==> src/hdl/afp_map.vh <==
`ifndef AFP_MAP_VH
`define AFP_MAP_VH
// Register byte offsets.
`define AFP_REG_CTRL      8'h00
`define AFP_REG_STRAP     8'h04
`define AFP_REG_STATUS    8'h08
`define AFP_REG_CLKSTAT   8'h0c
`define AFP_REG_IRQ_STAT  8'h10
`define AFP_REG_IRQ_EN    8'h14
`define AFP_REG_IRQ_CLR   8'h18
`define AFP_REG_RAMP      8'h1c
// Control fields.
`define AFP_CTRL_ASUP_MON 0
`define AFP_CTRL_RESET    8'h00
// Emergency ramp fields: rate in [7:6], step in [5:4].
`define AFP_RAMP_RATE_HI  7
`define AFP_RAMP_RATE_LO  6
`define AFP_RAMP_STEP_HI  5
`define AFP_RAMP_STEP_LO  4
`define AFP_RAMP_RESET    8'h00
// Clock status fields that latch until read.
`define AFP_CLK_HALT_BIT  4
`define AFP_CLK_ERR_BIT   0
// Interrupt bit positions.
`define AFP_IRQ_OT        0
`define AFP_IRQ_OC        1
`define AFP_IRQ_PUV       2
`define AFP_IRQ_POV       3
`define AFP_IRQ_AUV       4
`define AFP_IRQ_EXT       5
`define AFP_IRQ_CLK       6
`define AFP_IRQ_W         7
// Gain codes and sync rate selects.
`define AFP_GAIN_20DB     1'b0
`define AFP_GAIN_26DB     1'b1
`define AFP_SYNC_96K      1'b0
`define AFP_SYNC_88K2     1'b1
// Timing.
`define AFP_CLK_MHZ       100
`define AFP_EXT_FALL_MS   6
`define AFP_EXT_FALL_CYC  (`AFP_EXT_FALL_MS * `AFP_CLK_MHZ * 1000)
`define AFP_OT_RETRY_CYC  1000000
`define AFP_OC_RETRY_CYC  1000000
`define AFP_RAMP_STEPS    8'd30
`endif

==> src/hdl/afp_ctrl.v <==
// Our own choices: the register offsets and the Wishbone register port.
`timescale 1ns/10ps
`default_nettype none
`include "afp_map.vh"
module afp_ctrl #(
	parameter OT_RETRY_CYC = `AFP_OT_RETRY_CYC,
	parameter OC_RETRY_CYC = `AFP_OC_RETRY_CYC,
	parameter EXT_FALL_CYC = `AFP_EXT_FALL_CYC,
	parameter N_OUT        = 4
) (
	input  wire             mclk,
	input  wire             nrst,
	input  wire             ce,
	// Wishbone classic slave.
	input  wire             wb_cyc_i,
	input  wire             wb_stb_i,
	input  wire             wb_we_i,
	input  wire [7:0]       wb_adr_i,
	input  wire [3:0]       wb_sel_i,
	input  wire [31:0]      wb_dat_i,
	output reg  [31:0]      wb_dat_o,
	output reg              wb_ack_o,
	output wire             irq,
	// Strap and sample-rate family.
	input  wire [3:0]       gain_rate_strap,
	input  wire             rate_family_44k1,
	// Analog monitor pins.
	input  wire             overtemp_event,
	input  wire [N_OUT-1:0] overcurrent_event,
	input  wire             stage_supply_low_level,
	input  wire             stage_supply_high_level,
	input  wire             analog_supply_low,
	input  wire             mute_monitor_in,
	input  wire             mute_level1,
	input  wire             mute_level2,
	input  wire             clock_error_notice,
	input  wire             mclk_halted,
	input  wire             sample_tick,
	// Outputs to the power stage.
	output reg              fault_out_n,
	output reg              speaker_outputs_hiz,
	output reg              soft_mute,
	output reg              analog_mute,
	output reg              output_shutdown,
	output reg              use_internal_osc,
	output reg              dac_hard_mute,
	output reg              pwm_stop,
	output reg  [7:0]       ramp_atten,
	output reg              gain_26db,
	output reg  [3:0]       switch_multiple,
	output reg              sync_88k2,
	output reg              strap_reserved
);
	// Machine for the clock-error and stage-undervoltage recovery path.
	localparam CS_RUN   = 3'b001;
	localparam CS_RAMP  = 3'b010;
	localparam CS_MUTED = 3'b100;

	wire        ot_s;
	wire        puv_s;
	wire        pov_s;
	wire        auv_s;
	wire        mute_s;
	wire        lvl1_s;
	wire        lvl2_s;
	wire        clkerr_s;
	wire        halt_s;
	wire        oc_s;
	wire [N_OUT-1:0] oc_sync;
	wire        ot_act;
	wire        oc_act;

	reg  [7:0]  ctrl_q;
	reg  [7:0]  ramp_cfg_q;
	reg  [3:0]  strap_q;
	reg         strap_done_q;
	reg  [`AFP_IRQ_W-1:0] irq_stat_q;
	reg  [`AFP_IRQ_W-1:0] irq_en_q;
	reg         halt_lat_q;
	reg         cerr_lat_q;
	reg  [2:0]  cst_q;
	reg  [1:0]  ramp_div_q;
	reg  [31:0] fall_cnt_q;
	reg         ext_mode_q;
	reg         mute_prev_q;
	reg  [`AFP_IRQ_W-1:0] ev_prev_q;
	wire [`AFP_IRQ_W-1:0] ev_now;

	// Synchronise every analog comparator output into the clock domain.
	afp_sync3 #(.W(9)) u_sync (
		.mclk   (mclk),
		.nrst   (nrst),
		.ce     (ce),
		.din    ({overtemp_event, stage_supply_low_level, stage_supply_high_level,
			analog_supply_low, mute_monitor_in, mute_level1, mute_level2,
			clock_error_notice, mclk_halted}),
		.dout_q ({ot_s, puv_s, pov_s, auv_s, mute_s, lvl1_s, lvl2_s, clkerr_s, halt_s})
	);

	afp_sync3 #(.W(N_OUT)) u_sync_oc (
		.mclk   (mclk),
		.nrst   (nrst),
		.ce     (ce),
		.din    (overcurrent_event),
		.dout_q (oc_sync)
	);

	assign oc_s = |oc_sync;

	// Hold each thermal or current fault for its clear time, then retry.
	afp_retry #(.RETRY(OT_RETRY_CYC)) u_ot (
		.mclk     (mclk),
		.nrst     (nrst),
		.ce       (ce),
		.event_in (ot_s),
		.active_q (ot_act)
	);

	afp_retry #(.RETRY(OC_RETRY_CYC)) u_oc (
		.mclk     (mclk),
		.nrst     (nrst),
		.ce       (ce),
		.event_in (oc_s),
		.active_q (oc_act)
	);

	// Decode of the strap code into the switching multiple.
	function [3:0] strap_mult;
		input [1:0] code;
		begin
			case (code)
				2'b00:   strap_mult = 4'd4;
				2'b01:   strap_mult = 4'd5;
				2'b10:   strap_mult = 4'd6;
				default: strap_mult = 4'd8;
			endcase
		end
	endfunction

	// The strap is sampled once, on the first enabled edge after reset release;
	// it is never reloaded until the next reset.
	always @(posedge mclk or negedge nrst) begin
		if (!nrst) begin
			strap_q      <= 4'h0;
			strap_done_q <= 1'b0;
		end else if (ce && !strap_done_q) begin
			strap_q      <= gain_rate_strap;
			strap_done_q <= 1'b1;
		end
	end

	// Registered strap outputs and sync rate selection.
	always @(posedge mclk or negedge nrst) begin
		if (!nrst) begin
			gain_26db       <= `AFP_GAIN_20DB;
			switch_multiple <= 4'd4;
			strap_reserved  <= 1'b0;
			sync_88k2       <= `AFP_SYNC_96K;
		end else if (ce) begin
			gain_26db       <= strap_q[2];
			switch_multiple <= strap_mult(strap_q[1:0]);
			strap_reserved  <= strap_q[3];
			sync_88k2       <= rate_family_44k1 ? `AFP_SYNC_88K2 : `AFP_SYNC_96K;
		end
	end

	// External undervoltage mode: the pin must stay low 6 ms after a fall.
	// A short dip is filtered out, which costs a 6 ms delay on real faults.
	always @(posedge mclk or negedge nrst) begin
		if (!nrst) begin
			fall_cnt_q  <= 32'h0;
			ext_mode_q  <= 1'b0;
			mute_prev_q <= 1'b0;
		end else if (ce) begin
			mute_prev_q <= mute_s;
			if (mute_s) begin
				fall_cnt_q <= 32'h0;
				ext_mode_q <= 1'b0;
			end else if (mute_prev_q) begin
				fall_cnt_q <= 32'h1;
			end else if (fall_cnt_q != 32'h0 && !ext_mode_q) begin
				if (fall_cnt_q >= EXT_FALL_CYC[31:0]) begin
					ext_mode_q <= 1'b1;
				end else begin
					fall_cnt_q <= fall_cnt_q + 32'h1;
				end
			end
		end
	end

	// Clock error or stage undervoltage path: ramp down, then hard mute and stop switching.
	always @(posedge mclk or negedge nrst) begin
		if (!nrst) begin
			cst_q      <= CS_RUN;
			ramp_atten <= 8'h00;
			ramp_div_q <= 2'b00;
		end else if (ce) begin
			case (cst_q)
				CS_RUN: begin
					ramp_atten <= 8'h00;
					ramp_div_q <= 2'b00;
					if (clkerr_s || puv_s) begin
						cst_q <= CS_RAMP;
					end
				end
				CS_RAMP: begin
					if (sample_tick) begin
						ramp_div_q <= ramp_div_q + 2'b01;
						// Rate 0,1,2 means every 1,2,4 fs; 3 jumps straight to the end.
						if (ramp_cfg_q[`AFP_RAMP_RATE_HI:`AFP_RAMP_RATE_LO] == 2'b11 ||
							ramp_atten >= `AFP_RAMP_STEPS) begin
							cst_q <= CS_MUTED;
						end else if ((ramp_cfg_q[`AFP_RAMP_RATE_HI:`AFP_RAMP_RATE_LO] == 2'b00) ||
							(ramp_cfg_q[`AFP_RAMP_RATE_HI:`AFP_RAMP_RATE_LO] == 2'b01 &&
							ramp_div_q[0]) ||
							(ramp_div_q == 2'b11)) begin
							// Step 0,1,2,3 gives 4, 2, 1, 0.5 dB in half-dB units.
							ramp_atten <= ramp_atten +
								(8'h08 >> ramp_cfg_q[`AFP_RAMP_STEP_HI:`AFP_RAMP_STEP_LO]);
						end
					end
					if (!clkerr_s && !puv_s) begin
						cst_q <= CS_RUN;
					end
				end
				CS_MUTED: begin
					if (!clkerr_s && !puv_s) begin
						cst_q <= CS_RUN;
					end
				end
				default: cst_q <= CS_RUN;
			endcase
		end
	end

	// Registered drive of the power stage and the fault line.
	always @(posedge mclk or negedge nrst) begin
		if (!nrst) begin
			fault_out_n         <= 1'b1;
			speaker_outputs_hiz <= 1'b1;
			soft_mute           <= 1'b0;
			analog_mute         <= 1'b0;
			output_shutdown     <= 1'b0;
			use_internal_osc    <= 1'b0;
			dac_hard_mute       <= 1'b0;
			pwm_stop            <= 1'b0;
		end else if (ce) begin
			fault_out_n         <= !(ot_act || oc_act);
			speaker_outputs_hiz <= ot_act || oc_act || puv_s || pov_s ||
				(auv_s && ctrl_q[`AFP_CTRL_ASUP_MON]);
			soft_mute           <= ext_mode_q && lvl1_s;
			analog_mute         <= ext_mode_q && lvl2_s;
			output_shutdown     <= ext_mode_q && lvl2_s;
			use_internal_osc    <= (cst_q != CS_RUN) && clkerr_s;
			dac_hard_mute       <= (cst_q == CS_MUTED);
			pwm_stop            <= (cst_q == CS_MUTED);
		end
	end

	// Interrupt sources, rising edge of each condition.
	assign ev_now = {clkerr_s, ext_mode_q, auv_s && ctrl_q[`AFP_CTRL_ASUP_MON],
		pov_s, puv_s, oc_act, ot_act};

	wire bus_req = wb_cyc_i && wb_stb_i && !wb_ack_o;
	wire wr_req  = bus_req && wb_we_i && wb_sel_i[0];
	wire rd_clk  = bus_req && !wb_we_i && (wb_adr_i == `AFP_REG_CLKSTAT);
	wire clr_hit = wr_req && (wb_adr_i == `AFP_REG_IRQ_CLR);

	// Registers, latched clock flags and sticky interrupt bits; a set in the
	// same cycle as a clear or read wins so no event is lost.
	always @(posedge mclk or negedge nrst) begin
		if (!nrst) begin
			ctrl_q     <= `AFP_CTRL_RESET;
			ramp_cfg_q <= `AFP_RAMP_RESET;
			irq_en_q   <= {`AFP_IRQ_W{1'b0}};
			irq_stat_q <= {`AFP_IRQ_W{1'b0}};
			ev_prev_q  <= {`AFP_IRQ_W{1'b0}};
			halt_lat_q <= 1'b0;
			cerr_lat_q <= 1'b0;
		end else if (ce) begin
			ev_prev_q  <= ev_now;
			irq_stat_q <= (irq_stat_q & ~(clr_hit ? wb_dat_i[`AFP_IRQ_W-1:0] :
				{`AFP_IRQ_W{1'b0}})) | (ev_now & ~ev_prev_q);
			halt_lat_q <= (halt_lat_q && !rd_clk) || halt_s;
			cerr_lat_q <= (cerr_lat_q && !rd_clk) || clkerr_s;
			if (wr_req && wb_adr_i == `AFP_REG_CTRL) begin
				ctrl_q <= wb_dat_i[7:0];
			end
			if (wr_req && wb_adr_i == `AFP_REG_RAMP) begin
				ramp_cfg_q <= wb_dat_i[7:0];
			end
			if (wr_req && wb_adr_i == `AFP_REG_IRQ_EN) begin
				irq_en_q <= wb_dat_i[`AFP_IRQ_W-1:0];
			end
		end
	end

	// Read mux and one-cycle ack; unmapped addresses read as zero.
	always @(posedge mclk or negedge nrst) begin
		if (!nrst) begin
			wb_ack_o <= 1'b0;
			wb_dat_o <= 32'h0;
		end else if (ce) begin
			wb_ack_o <= bus_req;
			wb_dat_o <= 32'h0;
			if (bus_req && !wb_we_i) begin
				case (wb_adr_i)
					`AFP_REG_CTRL:     wb_dat_o <= {24'h0, ctrl_q};
					`AFP_REG_STRAP:    wb_dat_o <= {28'h0, strap_q};
					`AFP_REG_STATUS:   wb_dat_o <= {24'h0, 1'b0, ev_now};
					`AFP_REG_CLKSTAT:  wb_dat_o <= {24'h0, 3'b000, halt_lat_q | halt_s,
						1'b0, dac_hard_mute, clkerr_s, cerr_lat_q | clkerr_s};
					`AFP_REG_IRQ_STAT: wb_dat_o <= {25'h0, irq_stat_q};
					`AFP_REG_IRQ_EN:   wb_dat_o <= {25'h0, irq_en_q};
					`AFP_REG_RAMP:     wb_dat_o <= {24'h0, ramp_cfg_q};
					default:           wb_dat_o <= 32'h0;
				endcase
			end
		end
	end

	assign irq = |(irq_stat_q & irq_en_q);
endmodule // afp_ctrl
`default_nettype wire

==> src/hdl/afp_retry.v <==
`timescale 1ns/10ps
`default_nettype none
// Non-latching fault holder: stays active while the event is present and for
// RETRY cycles after it goes away, then releases on its own.
module afp_retry #(
	parameter RETRY = 1000000
) (
	input  wire mclk,
	input  wire nrst,
	input  wire ce,
	input  wire event_in,
	output reg  active_q
);
	reg [31:0] cnt_q;

	// Restart the clear time on every new occurrence of the event.
	always @(posedge mclk or negedge nrst) begin
		if (!nrst) begin
			cnt_q    <= 32'h0;
			active_q <= 1'b0;
		end else if (ce) begin
			if (event_in) begin
				active_q <= 1'b1;
				cnt_q    <= RETRY[31:0];
			end else if (cnt_q > 32'h1) begin
				cnt_q <= cnt_q - 32'h1;
			end else begin
				cnt_q    <= 32'h0;
				active_q <= 1'b0;
			end
		end
	end
endmodule // afp_retry
`default_nettype wire

==> src/hdl/afp_sync3.v <==
`timescale 1ns/10ps
`default_nettype none
// Three-stage input synchroniser; output changes once stages two and three agree.
module afp_sync3 #(
	parameter W = 1
) (
	input  wire         mclk,
	input  wire         nrst,
	input  wire         ce,
	input  wire [W-1:0] din,
	output reg  [W-1:0] dout_q
);
	reg [W-1:0] s1_q;
	reg [W-1:0] s2_q;
	reg [W-1:0] s3_q;
	integer i;

	// Stage one is read only by stage two, keeping metastability contained.
	always @(posedge mclk or negedge nrst) begin
		if (!nrst) begin
			s1_q   <= {W{1'b0}};
			s2_q   <= {W{1'b0}};
			s3_q   <= {W{1'b0}};
			dout_q <= {W{1'b0}};
		end else if (ce) begin
			s1_q <= din;
			s2_q <= s1_q;
			s3_q <= s2_q;
			for (i = 0; i < W; i = i + 1) begin
				if (s2_q[i] == s3_q[i]) begin
					dout_q[i] <= s3_q[i];
				end
			end
		end
	end
endmodule // afp_sync3
`default_nettype wire

==> config.mk <==
export PLATFORM = sky130hd
export DESIGN_NAME = afp_ctrl
export DESIGN_NICKNAME = d
export VERILOG_FILES = /design/src/hdl/afp_ctrl.v /design/src/hdl/afp_retry.v /design/src/hdl/afp_sync3.v
export VERILOG_INCLUDE_DIRS = /design/src /design/src/hdl
export SDC_FILE = /design/constraint.sdc
export NUM_CORES = 1
export LEC_CHECK = 0
export BUFFER_PORTS_ARGS = -buffer_cell sky130_fd_sc_hd__buf_2
export CAP_MARGIN = 20
export CORE_MARGIN = 3
export CORE_UTILIZATION = 38
export CTS_CLUSTER_DIAMETER = 120
export CTS_CLUSTER_SIZE = 25
export DETAILED_ROUTE_END_ITERATION = 10
export MAX_ROUTING_LAYER = met4
export PLACE_DENSITY = 0.6
export SYNTH_ARGS = -nofsm -noshare
export SYNTH_HDL_FRONTEND = slang
export SYNTH_SLANG_ARGS = --single-unit
==> constraint.sdc <==
create_clock -name mclk -period 7 [get_ports mclk]
set_clock_uncertainty 0.15 [all_clocks]
set_input_delay 0.35 -clock mclk [delete_from_list [all_inputs] [get_ports mclk]]
set_output_delay 0.35 -clock mclk [all_outputs]
set_load 0.005 [all_outputs]
Yosys cells after proc, flatten, opt, wreduce, memory -nomap -nowiden
Cells that the tools add are included.
{"block": "totals", "reg_bits": 255, "latchBits": 0, "ramBits": 0, "romBits": 0, "out_inout_bits": 57, "word_cells": 212, "n_memories": 0}
{"block": "op_classes", "n_addsub": 5, "n_mul": 0, "n_div": 0, "n_lt_le_gt_ge": 4, "n_eq_ne": 40, "n_shift": 1, "mux": 33, "bitwise_logic": 8, "reduce_logical": 71}
{"operator": "32-bit two-way mux", "count": 8}
{"operator": "32-bit by 1-bit > comparator with 1-bit output (second input constant)", "count": 2}
{"operator": "32-bit by 1-bit subtractor with 32-bit output (second input constant)", "count": 2}
{"operator": "8-bit one-hot mux with 7 select lines", "count": 1}
{"operator": "2-bit AND reduction", "count": 18}
{"operator": "32-bit by 1-bit adder with 32-bit output (second input constant)", "count": 1}
{"operator": "8-bit by 5-bit == test with 1-bit output (second input constant)", "count": 4}
{"operator": "32-bit by 20-bit >= comparator with 1-bit output (second input constant)", "count": 1}
{"operator": "8-bit two-way mux", "count": 4}
{"operator": "32-bit nonzero test", "count": 1}
{"operator": "7-bit AND", "count": 3}
{"operator": "1-bit logical AND", "count": 20}
{"operator": "8-bit by 4-bit == test with 1-bit output (second input constant)", "count": 2}
{"operator": "8-bit one-hot mux with 2 select lines", "count": 1}
{"operator": "3-bit two-way mux", "count": 5}
{"operator": "2-bit != test (second input constant)", "count": 7}
{"operator": "7-bit inverter", "count": 2}
{"operator": "1-bit == test", "count": 13}
{"operator": "4-bit one-hot mux with 3 select lines", "count": 1}
{"operator": "1-bit logical OR", "count": 10}
{"operator": "5-bit AND reduction", "count": 2}
{"operator": "1-bit two-way mux", "count": 9}
{"operator": "3-bit one-hot mux with 3 select lines", "count": 1}
{"operator": "8-bit adder", "count": 1}
{"operator": "27 further kinds", "count": 43}

Depth between registers and ports, before layout
{"block": "depth", "word_depth": 9, "ltp_mapped": 9, "ltp_nobuf": 7}

Modules after synthesis
A second synthesis with hierarchy kept.
{"block": "unflattened", "cells_unflattened": 1049, "hier_area_um2": 11409.7}
{"mod": "afp_ctrl", "n_inst": 1, "cells_per_inst": 550, "area_per_inst_um2": 5803.1}
{"mod": "afp_retry (u_oc)", "n_inst": 1, "cells_per_inst": 176, "area_per_inst_um2": 1739.2}
{"mod": "afp_retry (u_ot)", "n_inst": 1, "cells_per_inst": 174, "area_per_inst_um2": 1734.2}
{"mod": "afp_sync3 (u_sync)", "n_inst": 1, "cells_per_inst": 101, "area_per_inst_um2": 1488.9}
{"mod": "afp_sync3 (u_sync_oc)", "n_inst": 1, "cells_per_inst": 48, "area_per_inst_um2": 644.4}

Worst setup path after synthesis
Ideal clock, no wire load.
{"block": "synth_path", "path_type": "flip-flop to flip-flop", "startpoint": "register u_oc.cnt_q[5]", "endpoint": "register u_oc.cnt_q[11]", "setup_ns": 0.119, "t_arrival_ns": 2.306, "t_required_ns": 6.731, "path_slack_ns": 4.425, "stages_incl_launch_ff": 8, "synth_period_minus_slack_ns": 2.575, "cell_sequence": "dfrtp_1 or4_1 or4_1 or4_1 buf_4 a21oi_4 buf_6 nor2_1"}
{"block": "synth_between", "elab_chain_cells": 3, "word_cells_on_any_way": 4}
{"element": "start: declaration", "line_no": "afp_retry.v:14", "text": "reg [31:0] cnt_q;"}
{"element": "start signal: assignment", "line_no": "afp_retry.v:24", "text": "cnt_q <= RETRY[31:0];"}
{"element": "start signal: assignment", "line_no": "afp_retry.v:26", "text": "cnt_q <= cnt_q - 32'h1;"}
{"element": "32-bit by 1-bit subtractor with 32-bit output or 32-bit by 1-bit > comparator with 1-bit output (tied branches)", "line_no": "afp_retry.v:26, afp_retry.v:25"}
{"element": "32-bit two-way mux *", "line_no": "afp_retry.v:25", "text": "end else if (cnt_q > 32'h1) begin"}
{"element": "32-bit two-way mux *", "line_no": "afp_retry.v:22", "text": "if (event_in) begin"}
Every way passes the cells marked *; elsewhere a longest branch is shown, timed or not.
A chain may end at the register's enable or synchronous reset.

Worst setup path in the final report
{"block": "layout_path", "startpoint": "register u_ot.cnt_q[14]", "endpoint": "register u_ot.cnt_q[27]"}
{"block": "layout_between", "elab_chain_cells": 3, "word_cells_on_any_way": 4}
{"element": "start: declaration", "line_no": "afp_retry.v:14"}
{"element": "start signal: assignment", "line_no": "afp_retry.v:24"}
{"element": "start signal: assignment", "line_no": "afp_retry.v:26"}
{"element": "32-bit by 1-bit subtractor with 32-bit output or 32-bit by 1-bit > comparator with 1-bit output (tied branches)", "line_no": "afp_retry.v:26, afp_retry.v:25"}
{"element": "32-bit two-way mux *", "line_no": "afp_retry.v:25"}
{"element": "32-bit two-way mux *", "line_no": "afp_retry.v:22"}
Marks and branches as above.

==> impl_metrics.ini <==
[flow_run]
maxCapViolCount = 0

[grt]
grt_max_degree = 103
grtUsageTotal_pct = 16.1
globalRoute.busiestLayer = met2
grt_use_met1_pct = 23.4
grt_pass1_wl_um = 40700
grt_util_met2_pct = 24.9
grtUsageMet3_pct = 1.76
grt-ovfl-total = 0
antenna_found_initial = 1
grt_pass1_vias = 7842

[cts]
clock-sinks = 231
numCtsBuffers = 13
cts_setup_buffers = 0
clock_path_buffers = 3
htreeDepth = 1
clk_pin_slew_worst_paths_ns = 0.10
tritoncts = built
insertion_delay_ns = 0.49
cts_root_buf = clkbuf_16

[synthesis]
synthAdderAreaFrac_pct = 1.42
synthSimpleGateAreaFrac_pct = 18.1
synth_compound_area_share_pct = 12.4
synthTopCellsByArea = dfrtp_1, mux2_2, o21ai_0, xnor2_1, nor2_1
ys_ff_latch = 231
synth_top_family_by_area = simple AND/OR/NAND/NOR gates
synth_top_cell_by_area = dfrtp_1
synth.avg_cell_area_um2 = 10.3
synth_enable_flop_cells = 0
synth_xor_area_share_pct = 3.79
synth_top_flop_cell = dfrtp_1
synthDominantCellAreaShare_pct = 51.2
yosys_warnings = 0
synth_cell_type_count = 69
netlist_area_um2 = 11100
synthCells = 1073
async_reset_ff_share_pct = 100
synth_mux_area_share_pct = 7.28
yosysSeqAreaShare_pct = 52.1

[timing]
finalHoldViolCount = 0
worst_pin_slew_ns = 1.01
finalCritPeriodShare_pct = 50.3
hold_slack_ns = 0.0176
final_max_slew_viol_count = 0
period_minus_slack_ns = 3.52
fmax_mhz = 284
rsz0062_at_grt = no
tns_ns = 0
setup_viol = 0
slew_headroom_pct = 32.3

[cells_and_area]
regArea_um2 = 5790
drive_gt1_share_pct = 15.3
fill_cells = 2747
final_nets = 1229
area_growth_pct = 11.3
layout.cells.non_filler = 1534
multi_input_area_um2 = 4870

[power_and_ir_drop]
switching_share_pct = 30.8
ir_drop_mv = 0.168
p_comb_share_pct = 17.3
p_clk_share_pct = 27.7
power_switching_uw = 905
powerDensity_nw_per_um2 = 238
leakage_nw = 5.43
internal_power_mw = 2.04
seqPwrFrac_pct = 55.0

[floorplanning]
die_h_um = 177
coreArea_um2 = 28300
rows = 61
die_x_um = 177
die_area_um2 = 31300
pin_count = 126
initial_core_util_pct = 39.2

[hold_path]
min-delay-path-class = input pin to flop
hold_path_depth = 3

[placement]
hpwlAfterDp_um = 16300
dp_cells = 1488
gp_congestion = 0.826
port_buffers = 74

[routing]
vias = 8138
ant_nets = 0
first_pass_iters = 5
finalWirelength_um = 24300
drt_iter0_drc = 539
vias_per_cell = 5.31
routedWlPerCell_um = 15.8
post-route-drc-count = 0

[outcome]
status = completed

[critical_path]
worst_r2r_path_depth = 5
cp_data_arrival_time_ns = 3.68
path_max_fanout = 23
cp-start-kind = flop
rrSetupSlack_ns = 3.48
cp-end-kind = flop
worst-endpoint-required_ns = 7.16
worstSetupPathType = flop to flop
placed cells by master, fill, tap and decap left out, drive strengths merged, types with 4 or more instances in the layout:
cell	Yosys	layout
nand4	19	19
or4	21	21
a32o	6	6
nor3	30	30
dfrtp	227	227
xnor2	34	34
o41ai	4	4
and2	18	18
ha	11	11
o2bb2ai	13	13
o31ai	10	10
nor4	35	35
mux2i	11	11
xor2	14	14
a31oi	5	5
inv	43	45
nand3	28	28
conb	1	24
a21oi	34	34
buf	35	84
o211ai	9	9
nor2b	9	9
dfstp	4	4
nand2b	5	5
or3	28	28
o21ai	93	93
or2	8	8
clkbuf	35	21
dlygate4sd3	0	22
mux2	56	56
nor2	79	79
o21a	7	7
and3	10	10
nand2	77	77
a21o	10	10
power by group through the flow:
stage | Clock, mW | Sequential [mW] | Combinational (mW)
after floorplan | 0 | 1.59 | 0.383
after global placement | 0 | 1.64 | 0.492
after detailed placement | 0 | 1.64 | 0.502
after CTS | 0.852 | 1.62 | 0.513
after global routing | 0.900 | 1.64 | 0.587
final | 0.815 | 1.62 | 0.510
cell usage after synthesis, types with 3 or more instances:
cell / number
dfrtp_1: 227
o21ai_0: 92
nor2_1: 79
nand2_1: 77
mux2_2: 56
inv_1: 43
clkbuf_1: 35
xnor2_1: 34
a21oi_1: 33
nor4_1: 33
nor3_1: 29
nand3_1: 28
or3_1: 28
buf_4: 27
or4_1: 21
nand4_1: 19
and2_1: 18
xor2_1: 14
o2bb2ai_1: 13
ha_1: 11
mux2i_1: 11
a21o_1: 10
and3_1: 10
o31ai_1: 10
nor2b_1: 9
o211ai_1: 9
or2_2: 8
o21a_1: 7
a32o_1: 6
a31oi_1: 5
nand2b_1: 5
buf_1: 4
dfstp_2: 4
o41ai_1: 4
a22o_1: 3
and4_1: 3
mux4_2: 3
nand3b_1: 3
nand4b_1: 3
o311ai_0: 3
through the flow:
| stage | utilization, % | power (mW) | setup WS, ns | instance area (um2) |
|---|---|---|---|---|
| after floorplan | - | 1.97 | 4.42 | 11200 |
| after global placement | 41.5 | 2.13 | 3.52 | 11700 |
| after detailed placement | 41.5 | 2.15 | 3.53 | 11700 |
| after CTS | 43.6 | 2.98 | 3.46 | 12300 |
| after global routing | 43.6 | 3.13 | 3.21 | 12400 |
| final | 43.6 | 2.94 | 3.48 | 12400 |
repair_timing:
item,CTS,global route
hold buffers,22,0
gates resized for setup,0,0
hold endpoints to repair,124,0
area by class of cell:
cell class / instances / share of cell area, %
Sequential cell: 231 / 46.8
Multi-Input combinational cell: 752 / 39.4
Timing Repair Buffer: 107 / 5.53
Tap cell: 378 / 3.83
Clock buffer: 20 / 2.85
Inverter: 43 / 1.31
Clock inverter: 2 / 0.233
Antenna cell: 1 / 0.0203
cell families after synthesis:
| group | Yosys count |
|---|---|
| simple gates | 382 |
| flops | 231 |
| compound gates | 216 |
| buf+inv | 113 |
| mux | 70 |
| xor+xnor | 48 |
| fa+ha+maj | 12 |
| other cells | 1 |
sequential cells by signal (all words and copies together), names as in the netlist, 7 cells and up:
register	cells
ctrl_q	8
ev_prev_q	7
fall_cnt_q	32
irq_en_q	7
irq_stat_q	7
ramp_atten	8
ramp_cfg_q	8
u_oc.cnt_q	32
u_ot.cnt_q	32
u_sync.dout_q	9
u_sync.s1_q	9
u_sync.s2_q	9
u_sync.s3_q	9
wb_dat_o	8
worst max-delay path, cell delays in order, from the launching register on:
cell     delay (ns)
dfrtp_1        0.42
nor4_1         0.78
nand3_1        0.27
nor4_2         0.84
o21a_1         0.75
nor2_1         0.12
worst paths after layout:
kind                                        to           start
worst max register to register  u_ot.cnt_q[27]  u_ot.cnt_q[14]
min in group asynchronous        u_ot.cnt_q[2]            nrst
max in group asynchronous        ramp_div_q[1]            nrst
worst min register to register   irq_stat_q[6]    ev_prev_q[6]
worst max-delay path            u_ot.cnt_q[27]  u_ot.cnt_q[14]
worst min-delay path             ramp_div_q[0]     sample_tick
routing by layer:
metal  wire, um  part of all wire (%)  vias up
li1           -                     -     3967
met1      12100                    50     4012
met2      10800                    45      136
met3        845                   3.5       23
met4        435                   1.8        0
met5          0                     0        -
(Power assumes the default switching activity.)
